`config.mk`:
```
export PLATFORM = sky130hd
export DESIGN_NAME = isc_counter
export DESIGN_NICKNAME = d
export VERILOG_FILES = /design/src/rtl/isc_pkg.sv /design/src/rtl/isc_decode.sv /design/src/rtl/isc_counter.sv
export SDC_FILE = /design/constraint.sdc
export NUM_CORES = 1
export LEC_CHECK = 0
export BUFFER_PORTS_ARGS = -buffer_cell sky130_fd_sc_hd__buf_4
export CORE_UTILIZATION = 35
export DETAILED_ROUTE_END_ITERATION = 7
export PLACE_DENSITY_LB_ADDON = 0.08
export SLEW_MARGIN = 20
export SYNTH_ARGS = -nofsm -noshare
export SYNTH_HDL_FRONTEND = slang
export SYNTH_SLANG_ARGS = --single-unit
```
`constraint.sdc`:
```
create_clock -name mclk -period 2.1 [get_ports mclk]
set_input_delay 0.525 -clock mclk [delete_from_list [all_inputs] [get_ports mclk]]
set_output_delay 0.525 -clock mclk [all_outputs]
set_load 0.05 [all_outputs]
```
`src/rtl/isc_pkg.sv`:
```
// package of constants for the instruction state counter
package isc_pkg;
  // cycle categories
  typedef enum logic [2:0] {
    ISC_FETCH,
    ISC_BRANCH_READ,
    ISC_STACK_OP,
    ISC_BYTE_ACCESS,
    ISC_WORD_ACCESS,
    ISC_INTERNAL_OP
  } isc_cat_t;
  localparam int ISC_NUM_CAT = 6;
  localparam int ISC_CNT_W = 4;
  localparam int ISC_STATES_W = 8;
  // state costs per cycle
  localparam logic [1:0] ISC_COST_MEM = 2'h2;
  localparam logic [1:0] ISC_COST_PERIPH_FAST = 2'h2;
  localparam logic [1:0] ISC_COST_PERIPH_SLOW = 2'h3;
  localparam logic [1:0] ISC_COST_INTERNAL = 2'h1;
  // opcode page decode fields
  localparam logic [7:0] ISC_OP_REG_IND_LO = 8'h7C;
  localparam logic [7:0] ISC_OP_REG_IND_HI = 8'h7D;
  localparam logic [7:0] ISC_OP_ABS_LO = 8'h7E;
  localparam logic [7:0] ISC_OP_ABS_HI = 8'h7F;
  localparam int ISC_REG_FIELD_MSB = 7;
  localparam int ISC_REG_FIELD_LSB = 4;
  localparam int ISC_SELECT_BIT = 7;
endpackage

```
`src/rtl/isc_decode.sv`:
```
// opcode page decoder for bit-manipulation operand selection
module isc_decode (
  input wire logic [7:0] first_byte, // opcode first byte
  input wire logic [7:0] second_byte, // opcode second byte
  input wire logic [7:0] fourth_byte, // opcode fourth byte
  output logic is_reg_indirect, // register-indirect form
  output logic is_absolute, // absolute-address form
  output logic [3:0] operand_reg, // register designation field
  output logic [7:0] absolute_address_field, // absolute address
  output logic alt_select // fourth_byte_high_nibble msb
);
  logic [3:0] fourth_byte_high_nibble;
  always_comb
  begin
    fourth_byte_high_nibble = fourth_byte[7:4];
    is_reg_indirect = (first_byte == isc_pkg::ISC_OP_REG_IND_LO) ||
                      (first_byte == isc_pkg::ISC_OP_REG_IND_HI);
    is_absolute = (first_byte == isc_pkg::ISC_OP_ABS_LO) ||
                  (first_byte == isc_pkg::ISC_OP_ABS_HI);
    operand_reg = second_byte[isc_pkg::ISC_REG_FIELD_MSB:isc_pkg::ISC_REG_FIELD_LSB];
    absolute_address_field = second_byte;
    alt_select = fourth_byte_high_nibble[3];
  end
endmodule

```
`src/rtl/isc_counter.sv`:
```
// instruction state counter: totals and paces the cycles of one instruction
module isc_counter #(
  parameter int CNT_W = isc_pkg::ISC_CNT_W, // cycles per category width
  parameter int STATES_W = isc_pkg::ISC_STATES_W // total states width
) (
  input wire logic mclk, // system clock
  input wire logic reset_n, // async reset, active low
  input wire logic start, // load new instruction (same clock)
  input wire logic [CNT_W-1:0] n_fetch, // fetch cycles
  input wire logic [CNT_W-1:0] n_branch, // branch address reads
  input wire logic [CNT_W-1:0] n_stack, // stack operations
  input wire logic [CNT_W-1:0] n_byte, // byte data accesses
  input wire logic [CNT_W-1:0] n_word, // word data accesses
  input wire logic [CNT_W-1:0] n_internal, // internal operations
  input wire logic data_periph, // data accesses target a peripheral
  input wire logic periph_slow, // addressed peripheral needs 3 states
  input wire logic [7:0] first_byte, // opcode first byte
  input wire logic [7:0] second_byte, // opcode second byte
  input wire logic [7:0] fourth_byte, // opcode fourth byte
  output logic busy, // instruction executing
  output logic ready, // may accept next instruction
  output logic done, // one-cycle pulse at instruction end
  output logic [STATES_W-1:0] total_states, // computed total
  output logic [STATES_W-1:0] elapsed_states, // states counted so far
  output logic dec_reg_indirect, // registered decode: reg-indirect form
  output logic dec_absolute, // registered decode: absolute form
  output logic [3:0] dec_operand_reg, // registered register field
  output logic [7:0] dec_abs_addr, // registered absolute address
  output logic dec_alt_select // registered instruction select
);
  // worst case sum is 13 times the largest count, so four extra bits are needed
  if (CNT_W < 1 || STATES_W < CNT_W + 4)
  begin : g_width_check
    $error("isc_counter: widths too small");
  end

  typedef enum logic [0:0] {ISC_IDLE, ISC_RUN} isc_state_t;

  // ************************************************
  // decode
  // ************************************************
  logic d_ri, d_ab, d_alt;
  logic [3:0] d_reg;
  logic [7:0] d_addr;
  isc_decode u_decode (
    .first_byte(first_byte),
    .second_byte(second_byte),
    .fourth_byte(fourth_byte),
    .is_reg_indirect(d_ri),
    .is_absolute(d_ab),
    .operand_reg(d_reg),
    .absolute_address_field(d_addr),
    .alt_select(d_alt)
  );

  // ************************************************
  // state cost and sum
  // ************************************************
  logic [1:0] data_cost;
  logic [STATES_W-1:0] sum;
  always_comb
  begin
    // peripheral wait depends on the module, so the caller supplies the selection
    if (data_periph)
      data_cost = periph_slow ? isc_pkg::ISC_COST_PERIPH_SLOW : isc_pkg::ISC_COST_PERIPH_FAST;
    else
      data_cost = isc_pkg::ISC_COST_MEM;
    sum = STATES_W'(n_fetch) * STATES_W'(isc_pkg::ISC_COST_MEM)
        + STATES_W'(n_branch) * STATES_W'(isc_pkg::ISC_COST_MEM)
        + STATES_W'(n_stack) * STATES_W'(isc_pkg::ISC_COST_MEM)
        + STATES_W'(n_byte) * STATES_W'(data_cost)
        + STATES_W'(n_word) * STATES_W'(data_cost)
        + STATES_W'(n_internal) * STATES_W'(isc_pkg::ISC_COST_INTERNAL);
  end

  // ************************************************
  // pacing
  // ************************************************
  isc_state_t state_reg, state_next;
  logic [STATES_W-1:0] total_reg, total_next, elapsed_reg, elapsed_next;
  logic done_reg, done_next;
  logic busy_reg, busy_next, ready_reg, ready_next;
  logic ri_reg, ri_next, ab_reg, ab_next, alt_reg, alt_next;
  logic [3:0] oreg_reg, oreg_next;
  logic [7:0] addr_reg, addr_next;

  always_comb
  begin
    state_next = state_reg;
    total_next = total_reg;
    elapsed_next = elapsed_reg;
    done_next = 1'b0;
    ri_next = ri_reg;
    ab_next = ab_reg;
    alt_next = alt_reg;
    oreg_next = oreg_reg;
    addr_next = addr_reg;
    case (state_reg)
      ISC_IDLE:
      begin
        // start while running is ignored, so the next instruction waits
        if (start && sum != '0)
        begin
          state_next = ISC_RUN;
          total_next = sum;
          elapsed_next = '0;
          ri_next = d_ri;
          ab_next = d_ab;
          alt_next = d_alt;
          oreg_next = d_reg;
          addr_next = d_addr;
        end
      end
      ISC_RUN:
      begin
        elapsed_next = elapsed_reg + 1'b1;
        if (elapsed_reg + 1'b1 == total_reg)
        begin
          state_next = ISC_IDLE;
          done_next = 1'b1;
        end
      end
      default: state_next = ISC_IDLE;
    endcase
    // registered flags keep both outputs straight off flip-flops
    busy_next = (state_next == ISC_RUN);
    ready_next = (state_next == ISC_IDLE);
  end

  always_ff @(posedge mclk or negedge reset_n)
  begin
    if (!reset_n)
    begin
      state_reg <= ISC_IDLE;
      total_reg <= '0;
      elapsed_reg <= '0;
      done_reg <= 1'b0;
      busy_reg <= 1'b0;
      ready_reg <= 1'b1;
      ri_reg <= 1'b0;
      ab_reg <= 1'b0;
      alt_reg <= 1'b0;
      oreg_reg <= 4'h0;
      addr_reg <= 8'h00;
    end
    else
    begin
      state_reg <= state_next;
      total_reg <= total_next;
      elapsed_reg <= elapsed_next;
      done_reg <= done_next;
      busy_reg <= busy_next;
      ready_reg <= ready_next;
      ri_reg <= ri_next;
      ab_reg <= ab_next;
      alt_reg <= alt_next;
      oreg_reg <= oreg_next;
      addr_reg <= addr_next;
    end
  end

  assign busy = busy_reg;
  assign ready = ready_reg;
  assign done = done_reg;
  assign total_states = total_reg;
  assign elapsed_states = elapsed_reg;
  assign dec_reg_indirect = ri_reg;
  assign dec_absolute = ab_reg;
  assign dec_operand_reg = oreg_reg;
  assign dec_abs_addr = addr_reg;
  assign dec_alt_select = alt_reg;

  // ************************************************
  // checks
  // ************************************************
  a_load_total: assert property (@(posedge mclk) disable iff (!reset_n)
    (ready && start && sum != '0) |=> (total_states == $past(sum) && busy))
    else $error("total not loaded from sum");
  a_fetch_cost: assert property (@(posedge mclk) disable iff (!reset_n)
    (ready && start && n_fetch == 4'(2) && n_branch == '0 && n_stack == '0 && n_byte == '0
     && n_word == '0 && n_internal == '0) |=> (total_states == STATES_W'(4)))
    else $error("fetch cost wrong");
  a_ram_cost: assert property (@(posedge mclk) disable iff (!reset_n)
    (ready && start && !data_periph && n_fetch == '0 && n_branch == '0 && n_stack == '0
     && n_byte == 4'(1) && n_word == 4'(1) && n_internal == '0) |=> (total_states == STATES_W'(4)))
    else $error("ram data cost wrong");
  a_branch_stack: assert property (@(posedge mclk) disable iff (!reset_n)
    (ready && start && n_fetch == '0 && n_branch == 4'(1) && n_stack == 4'(1) && n_byte == '0
     && n_word == '0 && n_internal == '0) |=> (total_states == STATES_W'(4)))
    else $error("branch or stack cost wrong");
  a_periph_slow: assert property (@(posedge mclk) disable iff (!reset_n)
    (ready && start && data_periph && periph_slow && n_fetch == '0 && n_branch == '0
     && n_stack == '0 && n_byte == 4'(1) && n_word == '0 && n_internal == '0)
    |=> (total_states == STATES_W'(3)))
    else $error("slow peripheral cost wrong");
  a_internal_cost: assert property (@(posedge mclk) disable iff (!reset_n)
    (ready && start && n_fetch == '0 && n_branch == '0 && n_stack == '0 && n_byte == '0
     && n_word == '0 && n_internal == 4'(3)) |=> (total_states == STATES_W'(3)))
    else $error("internal cost wrong");
  a_hold_next: assert property (@(posedge mclk) disable iff (!reset_n)
    (busy && !done_next) |=> (busy && total_states == $past(total_states)))
    else $error("instruction ended early");
  a_done_at_end: assert property (@(posedge mclk) disable iff (!reset_n)
    done |-> (ready && elapsed_states == total_states && total_states != '0))
    else $error("done not at end");
  a_decode_field: assert property (@(posedge mclk) disable iff (!reset_n)
    (ready && start && sum != '0) |=> (dec_operand_reg == $past(second_byte[7:4])
     && dec_abs_addr == $past(second_byte) && dec_alt_select == $past(fourth_byte[7])))
    else $error("decode fields wrong");
  a_periph_fast: assert property (@(posedge mclk) disable iff (!reset_n)
    (ready && start && data_periph && !periph_slow && n_fetch == '0 && n_branch == '0
     && n_stack == '0 && n_byte == '0 && n_word == 4'(1) && n_internal == '0)
    |=> (total_states == STATES_W'(2)))
    else $error("fast peripheral cost wrong");
  a_zero_refused: assert property (@(posedge mclk) disable iff (!reset_n)
    (ready && start && sum == '0) |=> ready)
    else $error("zero sum instruction accepted");
  a_done_pulse: assert property (@(posedge mclk) disable iff (!reset_n)
    done |=> !done)
    else $error("done longer than one cycle");
endmodule

```
==> results by group, run 1 <==
Synth
  • Post-synthesis adder-cell area fraction: approximately 25%
  • Commonest cells post-synth: inv_1 (46), dfrtp_1 (29), fa_1 (22)
  • Ys flop type: dfrtp_1
  • Compound-Gate Fraction of Synth Area: 6.15%
  • FFs w/ async S/R, synth: 100%
  • Largest family of logic cells by synthesized area: adder cells
  • Post-Syn Area: 2320 sq um
  • Syn_nets: 300
  • Synth Instances: 214
  • Largest cells by area after synthesis: dfrtp_1 (31%), fa_1 (19%), inv_1 (7.4%)
  • Synth warnings: 0
  • Synth Area in Simple Gates: roughly 11%
  • Most common cell in the netlist: inv_1
  • Synth Area in XOR/XNOR: 7.18%
  • Mux contribution to synthesized area: just over 8%
  • Sequential element share of the synthesized area: 32.4%
  • Post-synth EDFFs: 0
  • Syn avg cell area: 10.8 sq um
  • Synth area leader: dfrtp_1
  • Area share of the largest cell type after synthesis: 31.3%
  • Netlist cell types: 41
  • FF+latch count, synth: 30

Flow run
  • MaxCap Viol Count: 0

Placed design
  • DP HPWL: approximately 4000 um
  • Port bufs: approximately 80
  • GPL Wtd Cong: ~0.83
  • Placed cells: 389
  • Dpl ws: -2.91 ns

Floorplanning
  • Num rows: 29
  • Chip width: ~83 um
  • Initial Util: 36.3%
  • Boundary pin count: 87
  • Die ar.: between 6000 and 7000 sq um
  • Core Region: roughly 6400 sq um
  • Die Y: 83.4 um

Setup path
  • Crit-path slowest cell: fa_1
  • CP Class: input pin to flop
  • Worst Path Arrival: 4.66 ns
  • Crit path max-delay family: adder cells
  • Maximum fanout along the worst path: 9
  • Worst Path Buf+Inv: 7
  • FF-to-FF setup slack: 0.04 ns
  • Top cell by count, worst path: fa_1
  • CP endpoint kind: flop
  • CP Cell Sequence: buf_12, nand3_2, fa_1, inv_2, fa_1, fa_1, inv_2, fa_1, inv_1, ha_2, inv_2, fa_2, xnor2_2, nor3_2, nand4b_1, buf_4, o31a_1, buf_12, mux2_2
  • Largest stage delay on the critical path: about 0.5 ns
  • Crit start category: input pin
  • Required time of the critical path: 2.26 ns

Timing
  • Final Max Slew Viols: 0
  • Worst clock skew: 0.00788 ns
  • Final WS setup: -2.40 ns
  • Max Clock Freq: 222 MHz
  • Slew headroom: 72.4%
  • Unrepaired setup endpoints after global routing: true
  • Final setup fails: 29
  • Tmin final: 4.50 ns
  • Final Cycle Share: 214%
  • Fin. Hold Viols: 0
  • Worst Max-Slew Pin Slew: 0.412 ns

CTS
  • Latest clock arrival within the worst-skew pair: 0.28 ns
  • Register clock-pin slew on the reported worst setup and hold paths: 0.06 ns
  • CTS tree: yes
  • TritonCTS buffer count: 5
  • CTS Sinks: 30
  • Max clock buf depth: 2
  • Root Driver: clkbuf_8
  • Htree depth: 2
  • Hold-fix buffer count after cts: 0

Power
  • Leakage dissipation: 1.76 nW
  • Design Power: 0.00532 W
  • Clock share of power: 8.9%
  • Sw Share: 48.4%
  • Peak supply drop: around 1200 uV
  • P per Cell Area: 1540 nW/um^2
  • Comb pwr share: 71.8%
  • Share of power burned in registers: between 10% and 20%
  • Switching Power: 0.00258 W
  • Internal Power: 0.00274 W

Global route
  • Vias in the first global route: 1871
  • Gr ovfl total: 0
  • First-pass GRT wire length: 8310 um
  • GRT Resource Usage Total: ~15%
  • Pin count of the biggest net entering global routing: 31
  • Antenna violations before repair: 0

Routing
  • DRT Wirelength: 4880 um
  • Via Count: 1848
  • Antenna Violating Nets Remaining: 0
  • DR iter-0 viols: 16
  • Drt pass-1 iters: 4
  • DR vias/cell: 4.62
  • DRC errors left: 0
  • Routed len/inst: 12.2 um

Final layout
  • Fin cells: 400
  • Final design utilization: 54.2%
  • Layout Area Growth over Synthesis: 49.2%
  • Final-stage net count: 408
  • FF/Latch Area: 756 sq um
  • Diode count: 0
  • Layout filler cell count: 588
  • Area of the multi-input gates: approximately 1400 sq um
  • Layout cell share with drive strength beyond 1: 49.8%

Status
  • Failing checks: negative setup slack
  • Status: complete, but fails checks

Min path
  • HP Class: input pin to async pin
## power groups by stage
| stage | clock (W) | combinational [W] | sequential (W) |
|---|---|---|---|
| after floorplan | 0 | 0.00160 | 0.00189 |
| after global placement | 0 | 0.00358 | 0.00103 |
| after detailed placement | 0 | 0.00362 | 0.00104 |
| after CTS | 0.000490 | 0.00366 | 0.00103 |
| after global routing | 0.000506 | 0.00412 | 0.00106 |
| final | 0.000476 | 0.00382 | 0.00102 |
## stage by stage
stage / hold slack, ns / TNS, ns / instance area [sq um]
3_5_place_dp: 0.481 / -80.75 / 3210
4_1_cts: 0.177 / -66.50 / 3350
2_1_floorplan: 0.229 / -69.83 / 2380
5_1_grt: 0.192 / -72.05 / 3460
6_report: 0.167 / -66.80 / 3460
3_3_place_gp: 0.480 / -76.44 / 3210
## path summary, 6_finish.rpt
| path | endpoint | cells after the start | from |
|---|---|---|---|
| setup / recovery | dec_operand_reg[2]$_DFFE_PN0P_ | 19 | data_periph |
| hold / removal | dec_reg_indirect$_DFFE_PN0P_ | 1 | reset_n |
| setup reg to reg | busy$_DFF_PN0_ | 6 | elapsed_states[0]$_DFFE_PN0P_ |
| hold reg to reg | dec_absolute$_DFFE_PN0P_ | 1 | dec_absolute$_DFFE_PN0P_ |
| max in group asynchronous | ready$_DFF_PN1_ | 1 | reset_n |
| min in group mclk | dec_alt_select$_DFFE_PN0P_ | 2 | fourth_byte[7] |
## layer usage
| layer | track usage [%] | up-vias | wire, um |
|---|---|---|---|
| met5 | 0 | - | 0 |
| met4 | 3.76 | 0 | 14 |
| met3 | 3.08 | 2 | 235 |
| met2 | 24.7 | 47 | 2380 |
| met1 | 19.6 | 896 | 2240 |
| li1 | - | 903 | - |
## timing repair
item                                    CTS  global route
setup buffers                             0             4
endpoints found under the setup margin   29            29
gates resized for setup                  13            24
pin swaps                                11             4
## cells in the final DEF (no fill, tap or decap), types with 3 or more instances in the layout
cell type	synthesis	routed
buf_4	5	101
inv_1	46	41
dfrtp_1	29	26
fa_1	22	21
mux2_2	14	11
xnor2_1	11	10
ha_1	11	10
xor2_1	8	8
nor2_4	0	8
nand4_1	7	7
clkbuf_8	0	6
buf_6	1	5
and3_1	4	4
nand3_1	6	4
inv_2	0	4
buf_12	0	4
mux2_4	0	3
a22o_1	3	3
mux2i_1	3	3
nand2_1	3	3
dfrtp_2	0	3
## layout make-up
type / instances / share of cell area [%]
clock inverter: 1 / 0.145
multi-input combinational: 129 / 41.7
clock buffer: 7 / 2.50
tap: 77 / 2.79
timing repair buffer: 110 / 25.9
inverter: 46 / 5.14
sequential: 30 / 21.9
## logic make-up (layout without fill, tap and decap cells)
| kind of cell | after synthesis | after routing |
|---|---|---|
| buffers and inverters | 55 | 164 |
| AO/OA/AOI/OAI | 17 | 17 |
| XOR/XNOR | 19 | 19 |
| AND/OR/NAND/NOR | 43 | 43 |
| adder cells (fa/ha/maj) | 33 | 33 |
| multiplexers | 17 | 17 |
| flip-flops | 30 | 30 |
Note: power is estimated with default switching activity, not from simulation.
==> run 2: changes to the inputs <==
CORE_ASPECT_RATIO = 0.5   (was default)
CORE_UTILIZATION = 45   (was 35)
==> results by group, run 2 (same netlist as run 1, synthesis figures left out) <==
Floorplanning
  • Die ar.: 5460 sq um (-21%)
  • Core Region: 4930 sq um (-23%)
  • Initial Util: 47.0% (+11 points)
  • Boundary pin count: 87 (unchanged)
  • Chip width: 104 um (+24%)
  • Die Y: 52.8 um (-37%)
  • Num rows: 18 (-38%)

Routing
  • DR vias/cell: 4.68 (+1.2%)
  • DR iter-0 viols: 41 (+25)
  • Drt pass-1 iters: 4 (unchanged)
  • Antenna Violating Nets Remaining: 0 (unchanged)
  • Met3 routed WL: 255 um (+8.5%)
  • DRT Wirelength: 4660 um (-4.4%)
  • Met2 WL: 2290 um (-3.9%)
  • Highest metal used: met4
  • Routed len/inst: 11.9 um (-2.5%)
  • Via Count: 1833 (-0.81%)
  • DRT met1 WL: 2050 um (-8.5%)
  • DRC errors left: 0 (unchanged)

Setup path
  • Required time of the critical path: 2.26 ns (about the same)
  • CP Class: input pin to flop
  • Reg-to-reg endpoint: busy$_DFF_PN0_
  • Worst Path Arrival: 4.59 ns (-0.07 ns)
  • Worst r2r path cells: 5 (-1)
  • CP endpoint kind: flop
  • FF-to-FF setup slack: 0.04 ns (about the same)
  • Maximum fanout along the worst path: 7 (-2)
  • Crit start category: input pin
  • Reg-to-reg startpoint: elapsed_states[0]$_DFFE_PN0P_

Timing
  • Worst clock skew: 0.00335 ns (-0.00454 ns)
  • Max Clock Freq: 226 MHz (+1.6%)
  • Slew headroom: 73.4% (+1.1 points)
  • Final Cycle Share: 211% (-3.4 points)
  • Final Max Slew Viols: 0 (unchanged)
  • Final WS setup: -2.33 ns (+0.0713 ns)
  • Fin. Hold Viols: 0 (unchanged)
  • Worst Max-Slew Pin Slew: 0.398 ns (-0.0139 ns)
  • Unrepaired setup endpoints after global routing: true
  • Tmin final: 4.43 ns (-0.0713 ns)
  • Final setup fails: 29 (unchanged)

Global route
  • First-pass GRT wire length: 7960 um (-4.2%)
  • Gr ovfl total: 0 (unchanged)
  • GRT Resource Usage Total: 19.0% (+4.2 points)
  • Vias in the first global route: 1860 (-0.59%)
  • Pin count of the biggest net entering global routing: 31 (unchanged)
  • Antenna violations before repair: 0 (unchanged)

Final layout
  • Layout Area Growth over Synthesis: 48.2%
  • Fin cells: 392 (-2.0%)
  • Final-stage net count: 407 (-0.25%)
  • Diode count: 0 (unchanged)
  • Layout cell share with drive strength beyond 1: 48.8% (-1.1 points)
  • Final design utilization: 69.7% (+16 points)
  • Most frequent cells in the layout: buf_4 (100), inv_1 (42), dfrtp_1 (26)
  • Commonest non-fill, non-tap cell in the layout: buf_4

CTS
  • CTS tree: yes
  • Hold-fix buffer count after cts: 0 (unchanged)
  • Max clock buf depth: 2 (unchanged)
  • Latest clock arrival within the worst-skew pair: 0.27 ns (about the same)
  • CTS Sinks: 30 (unchanged)
  • Htree depth: 2 (unchanged)
  • Root Driver: clkbuf_8
  • Register clock-pin slew on the reported worst setup and hold paths: 0.06 ns (about the same)
  • TritonCTS buffer count: 5 (unchanged)

Power
  • Leakage dissipation: 1.75 nW (-0.70%)
  • P per Cell Area: 1550 nW/um^2 (+0.75%)
  • Switching Power: 0.00255 W (-0.92%)
  • Clock share of power: 7.9% (-1.0 points)
  • Comb pwr share: 72.5% (+0.7 points)
  • Sw Share: 47.9% (-0.50 points)
  • Share of power burned in registers: 19.6% (+0.4 points)
  • Internal Power: 0.00277 W (+1.1%)
  • Peak supply drop: 802 uV (-33%)

Status
  • Status: complete, but fails checks
  • Failing checks: negative setup slack

Placed design
  • DP HPWL: 3800 um (-5.2%)
  • GPL Wtd Cong: 0.716 (-13%)
  • Placed cells: 377 (-3.1%)
  • Port bufs: 78 (unchanged)

Min path
  • HP Class: input pin to async pin

Flow run
  • MaxCap Viol Count: 0 (unchanged)
## run 2: what timing repair did
item                                    4_1_cts  5_1_grt
resized for setup                            23       11
endpoints found under the setup margin       29       29
gates cloned                                  1        0
hold endpoints to repair                      0        0
buffers inserted                              4        2
pin swaps                                    11        5
## run 2: worst max path at each step
| stage | start | to | slack, ns | cells past startpoint |
|---|---|---|---|---|
| 2_1_floorplan | data_periph | dec_abs_addr[2]$_DFFE_PN0P_ | -2.61 | 18 |
| 3_3_place_gp | data_periph | total_states[0]$_DFFE_PN0P_ | -2.67 | 18 |
| 3_5_place_dp | data_periph | total_states[1]$_DFFE_PN0P_ | -2.82 | 19 |
| 4_1_cts | data_periph | total_states[2]$_DFFE_PN0P_ | -2.30 | 18 |
| 5_1_grt | data_periph | total_states[1]$_DFFE_PN0P_ | -2.49 | 19 |
| 6_report | data_periph | total_states[2]$_DFFE_PN0P_ | -2.33 | 18 |
## run 2: cell type report
cell class / instances / area [sq um]
Clock buffer: 8 / 80.1
Fill cell: 377 / 1500
Inverter: 46 / 178
Multi-Input combinational cell: 129 / 1440
Sequential cell: 30 / 756
Tap cell: 70 / 87.6
Timing Repair Buffer: 109 / 893
## run 2: power groups by stage
| stage | Combinational, W | Sequential (W) | Clock (W) |
|---|---|---|---|
| after global routing | 0.00415 | 0.00109 | 0.000459 |
| after detailed placement | 0.00358 | 0.00106 | 0 |
| after floorplan | 0.00160 | 0.00189 | 0 |
| after global placement | 0.00352 | 0.00104 | 0 |
| after CTS | 0.00376 | 0.00105 | 0.000437 |
| final | 0.00386 | 0.00104 | 0.000421 |
## run 2: through the flow
| stage | instance area (sq um) | power (W) | worst slack (ns) | hold slack (ns) | TNS (ns) |
|---|---|---|---|---|---|
| floorplan | 2380 | 0.00349 | -2.61 | 0.229 | -69.83 |
| global placement | 3170 | 0.00456 | -2.67 | 0.462 | -74.76 |
| detailed placement | 3170 | 0.00464 | -2.82 | 0.469 | -78.48 |
| CTS | 3380 | 0.00524 | -2.30 | 0.174 | -64.92 |
| global route | 3440 | 0.00570 | -2.49 | 0.194 | -69.40 |
| finish | 3440 | 0.00532 | -2.33 | 0.166 | -65.45 |
## run 2: worst max-delay path, cell delays in order
cell	delay, ns
buf_8	0.09
nand3_2	0.08
fa_1	0.50
inv_2	0.04
fa_1	0.48
fa_1	0.49
inv_1	0.05
fa_1	0.43
inv_1	0.07
ha_2	0.18
inv_2	0.04
fa_2	0.36
xnor2_2	0.16
nor3_2	0.10
nand4b_1	0.15
buf_4	0.17
o31ai_4	0.35
mux2_4	0.33
## run 2: metal layers
layer	track usage, %	vias up
met3	4.35	7
met4	7.25	0
met5	0	-
li1	-	903
met2	35.3	72
met1	22.1	851
==> run 3: changes to the inputs <==
ABC_AREA = 0   (was default)
CORE_ASPECT_RATIO = default   (was 0.5)
==> results by group, run 3 (same netlist as run 1, synthesis figures left out) <==
Timing
  • Fin. Hold Viols: 0 (unchanged)
  • Final TNS setup: -64.84 ns (+0.615 ns)
  • Slew headroom: 67.9% (-5.6 points)
  • Final setup fails: 29 (unchanged)
  • Worst clock skew: 0.00278 ns (-0.000568 ns)
  • Final Cycle Share: 211% (-0.24 points)
  • Max Clock Freq: 226 MHz (+0.11%)
  • Final Max Slew Viols: 0 (unchanged)
  • Tmin final: 4.43 ns (-0.00499 ns)
  • Final WS setup: -2.33 ns (+0.00499 ns)
  • Worst Max-Slew Pin Slew: 0.478 ns (+0.0808 ns)
  • Hold slack: 0.156 ns (-0.0102 ns)
  • Unrepaired setup endpoints after global routing: true

Final layout
  • Area of the multi-input gates: 1450 sq um (+0.26%)
  • Layout Area Growth over Synthesis: 47.7%
  • Final design utilization: 70.6% (+0.95 points)
  • Layout filler cell count: 387 (+2.7%)
  • Layout cell share with drive strength beyond 1: 49.4% (+0.62 points)
  • Diode count: 0 (unchanged)
  • Fin area: 3420 sq um (-0.36%)
  • FF/Latch Area: 756 sq um (unchanged)
  • Final-stage net count: 407 (unchanged)
  • Most frequent cells in the layout: buf_4 (101), inv_1 (42), dfrtp_1 (26)
  • Commonest non-fill, non-tap cell in the layout: buf_4

Routing
  • Antenna Violating Nets Remaining: 0 (unchanged)
  • DR iter-0 viols: 96 (+130%)
  • DRC errors left: 0 (unchanged)
  • DR vias/cell: 4.76 (+1.8%)
  • Drt pass-1 iters: 4 (unchanged)
  • Routed len/inst: 12.2 um (+2.9%)
  • Via Count: 1852 (+1.0%)
  • DRT Wirelength: 4760 um (+2.1%)

Setup path
  • CP endpoint kind: flop
  • CP Cell Sequence: buf_8, nand3_2, fa_1, inv_2, fa_1, fa_1, inv_1, fa_1, inv_1, ha_2, inv_2, fa_2, xnor2_2, nor3_2, nand4b_1, buf_4, o31ai_4, buf_6, mux2_4
  • Top cell by count, worst path: fa_1
  • Maximum fanout along the worst path: 7 (unchanged)
  • Worst Path Buf+Inv: 7 (+1)
  • Worst Path Arrival: 4.59 ns (about the same)
  • Crit path max-delay family: adder cells
  • CP Class: input pin to flop
  • Required time of the critical path: 2.27 ns (about the same)
  • Crit-path slowest cell: fa_1
  • Largest stage delay on the critical path: 0.49 ns (about the same)
  • Crit start category: input pin
  • FF-to-FF setup slack: 0 ns (-0.04 ns)

Placed design
  • GPL Wtd Cong: 0.756 (+5.6%)
  • Placed Area: 3170 sq um (+0.20%)
  • DP HPWL: 3750 um (-1.1%)
  • Port bufs: 78 (unchanged)
  • Dpl ws: -2.85 ns (-0.0363 ns)

CTS
  • Root Driver: clkbuf_8
  • CTS Sinks: 30 (unchanged)
  • Max clock buf depth: 2 (unchanged)
  • Latest clock arrival within the worst-skew pair: 0.28 ns (about the same)
  • Htree depth: 2 (unchanged)
  • Hold-fix buffer count after cts: 0 (unchanged)
  • TritonCTS buffer count: 5 (unchanged)
  • Register clock-pin slew on the reported worst setup and hold paths: 0.06 ns (about the same)
  • CTS tree: yes

Floorplanning
  • Core Region: 4850 sq um (-1.7%)
  • Num rows: 25 (+7)
  • Initial Util: 47.8% (+0.81 points)
  • Chip width: 73.8 um (-29%)
  • Die ar.: 5440 sq um (-0.31%)
  • Die Y: 73.8 um (+40%)
  • Boundary pin count: 87 (unchanged)

Power
  • Sw Share: 48.0% (about the same)
  • Leakage dissipation: 1.76 nW (+0.37%)
  • Comb pwr share: 71.9% (-0.6 points)
  • P per Cell Area: 1570 nW/um^2 (+1.2%)
  • Internal Power: 0.00279 W (+0.81%)
  • Clock share of power: 8.8% (+0.9 points)
  • Peak supply drop: 1100 uV (+37%)
  • Switching Power: 0.00258 W (+0.92%)
  • Share of power burned in registers: 19.2% (-0.4 points)

Min path
  • HP Class: input pin to async pin

Status
  • Failing checks: negative setup slack
  • Status: complete, but fails checks

Global route
  • Antenna violations before repair: 0 (unchanged)
  • Vias in the first global route: 1794 (-3.5%)
  • GRT Resource Usage Total: 19.5% (+0.53 points)
  • Gr ovfl total: 0 (unchanged)
  • First-pass GRT wire length: 7970 um (about the same)
  • Pin count of the biggest net entering global routing: 31 (unchanged)

Flow run
  • MaxCap Viol Count: 0 (unchanged)
## run 3: stage by stage
step | instances | power [W]
2_1_floorplan | 214 | 0.00349
3_3_place_gp | 377 | 0.00460
3_5_place_dp | 377 | 0.00463
4_1_cts | 388 | 0.00531
5_1_grt | 389 | 0.00575
6_report | 389 | 0.00537
## run 3: worst paths after layout
check                      cells past startpoint                     startpoint                       endpoint
max in group asynchronous                      1                        reset_n                ready$_DFF_PN1_
max reg2reg                                    5  elapsed_states[0]$_DFFE_PN0P_                 busy$_DFF_PN0_
min reg2reg                                    1   dec_reg_indirect$_DFFE_PN0P_   dec_reg_indirect$_DFFE_PN0P_
max                                           19                    periph_slow    total_states[2]$_DFFE_PN0P_
min in group mclk                              2                 second_byte[3]    dec_abs_addr[3]$_DFFE_PN0P_
min                                            1                        reset_n  elapsed_states[1]$_DFFE_PN0P_
## run 3: layout make-up
class	instances	share of cell area, %
Multi-Input combinational cell	129	42.2
Timing Repair Buffer	109	25.4
Sequential cell	30	22.1
Inverter	46	5.19
Clock buffer	7	2.52
Tap cell	67	2.45
Clock inverter	1	0.146
## run 3: timing repair
action / 4_1_cts / 5_1_grt
gates cloned: 0 / 0
gates resized for setup: 25 / 11
setup endpoints to repair: 29 / 29
buffers inserted: 4 / 1
pin swaps: 13 / 5
## run 3: per-layer routing
metal | track usage, % | vias up | part of all wire [%]
met3 | 5.35 | 6 | 4.5
met5 | 0 | - | 0
met1 | 25.6 | 894 | 45
met4 | 5.77 | 0 | 0.92
li1 | - | 907 | -
met2 | 31.6 | 45 | 50
## run 3: power by group through the flow
stage	logic [W]	registers, W	clock network (W)
2_1_floorplan	0.00160	0.00189	0
4_1_cts	0.00378	0.00104	0.000493
3_3_place_gp	0.00356	0.00104	0
3_5_place_dp	0.00359	0.00104	0
5_1_grt	0.00416	0.00106	0.000521
6_report	0.00386	0.00103	0.000475
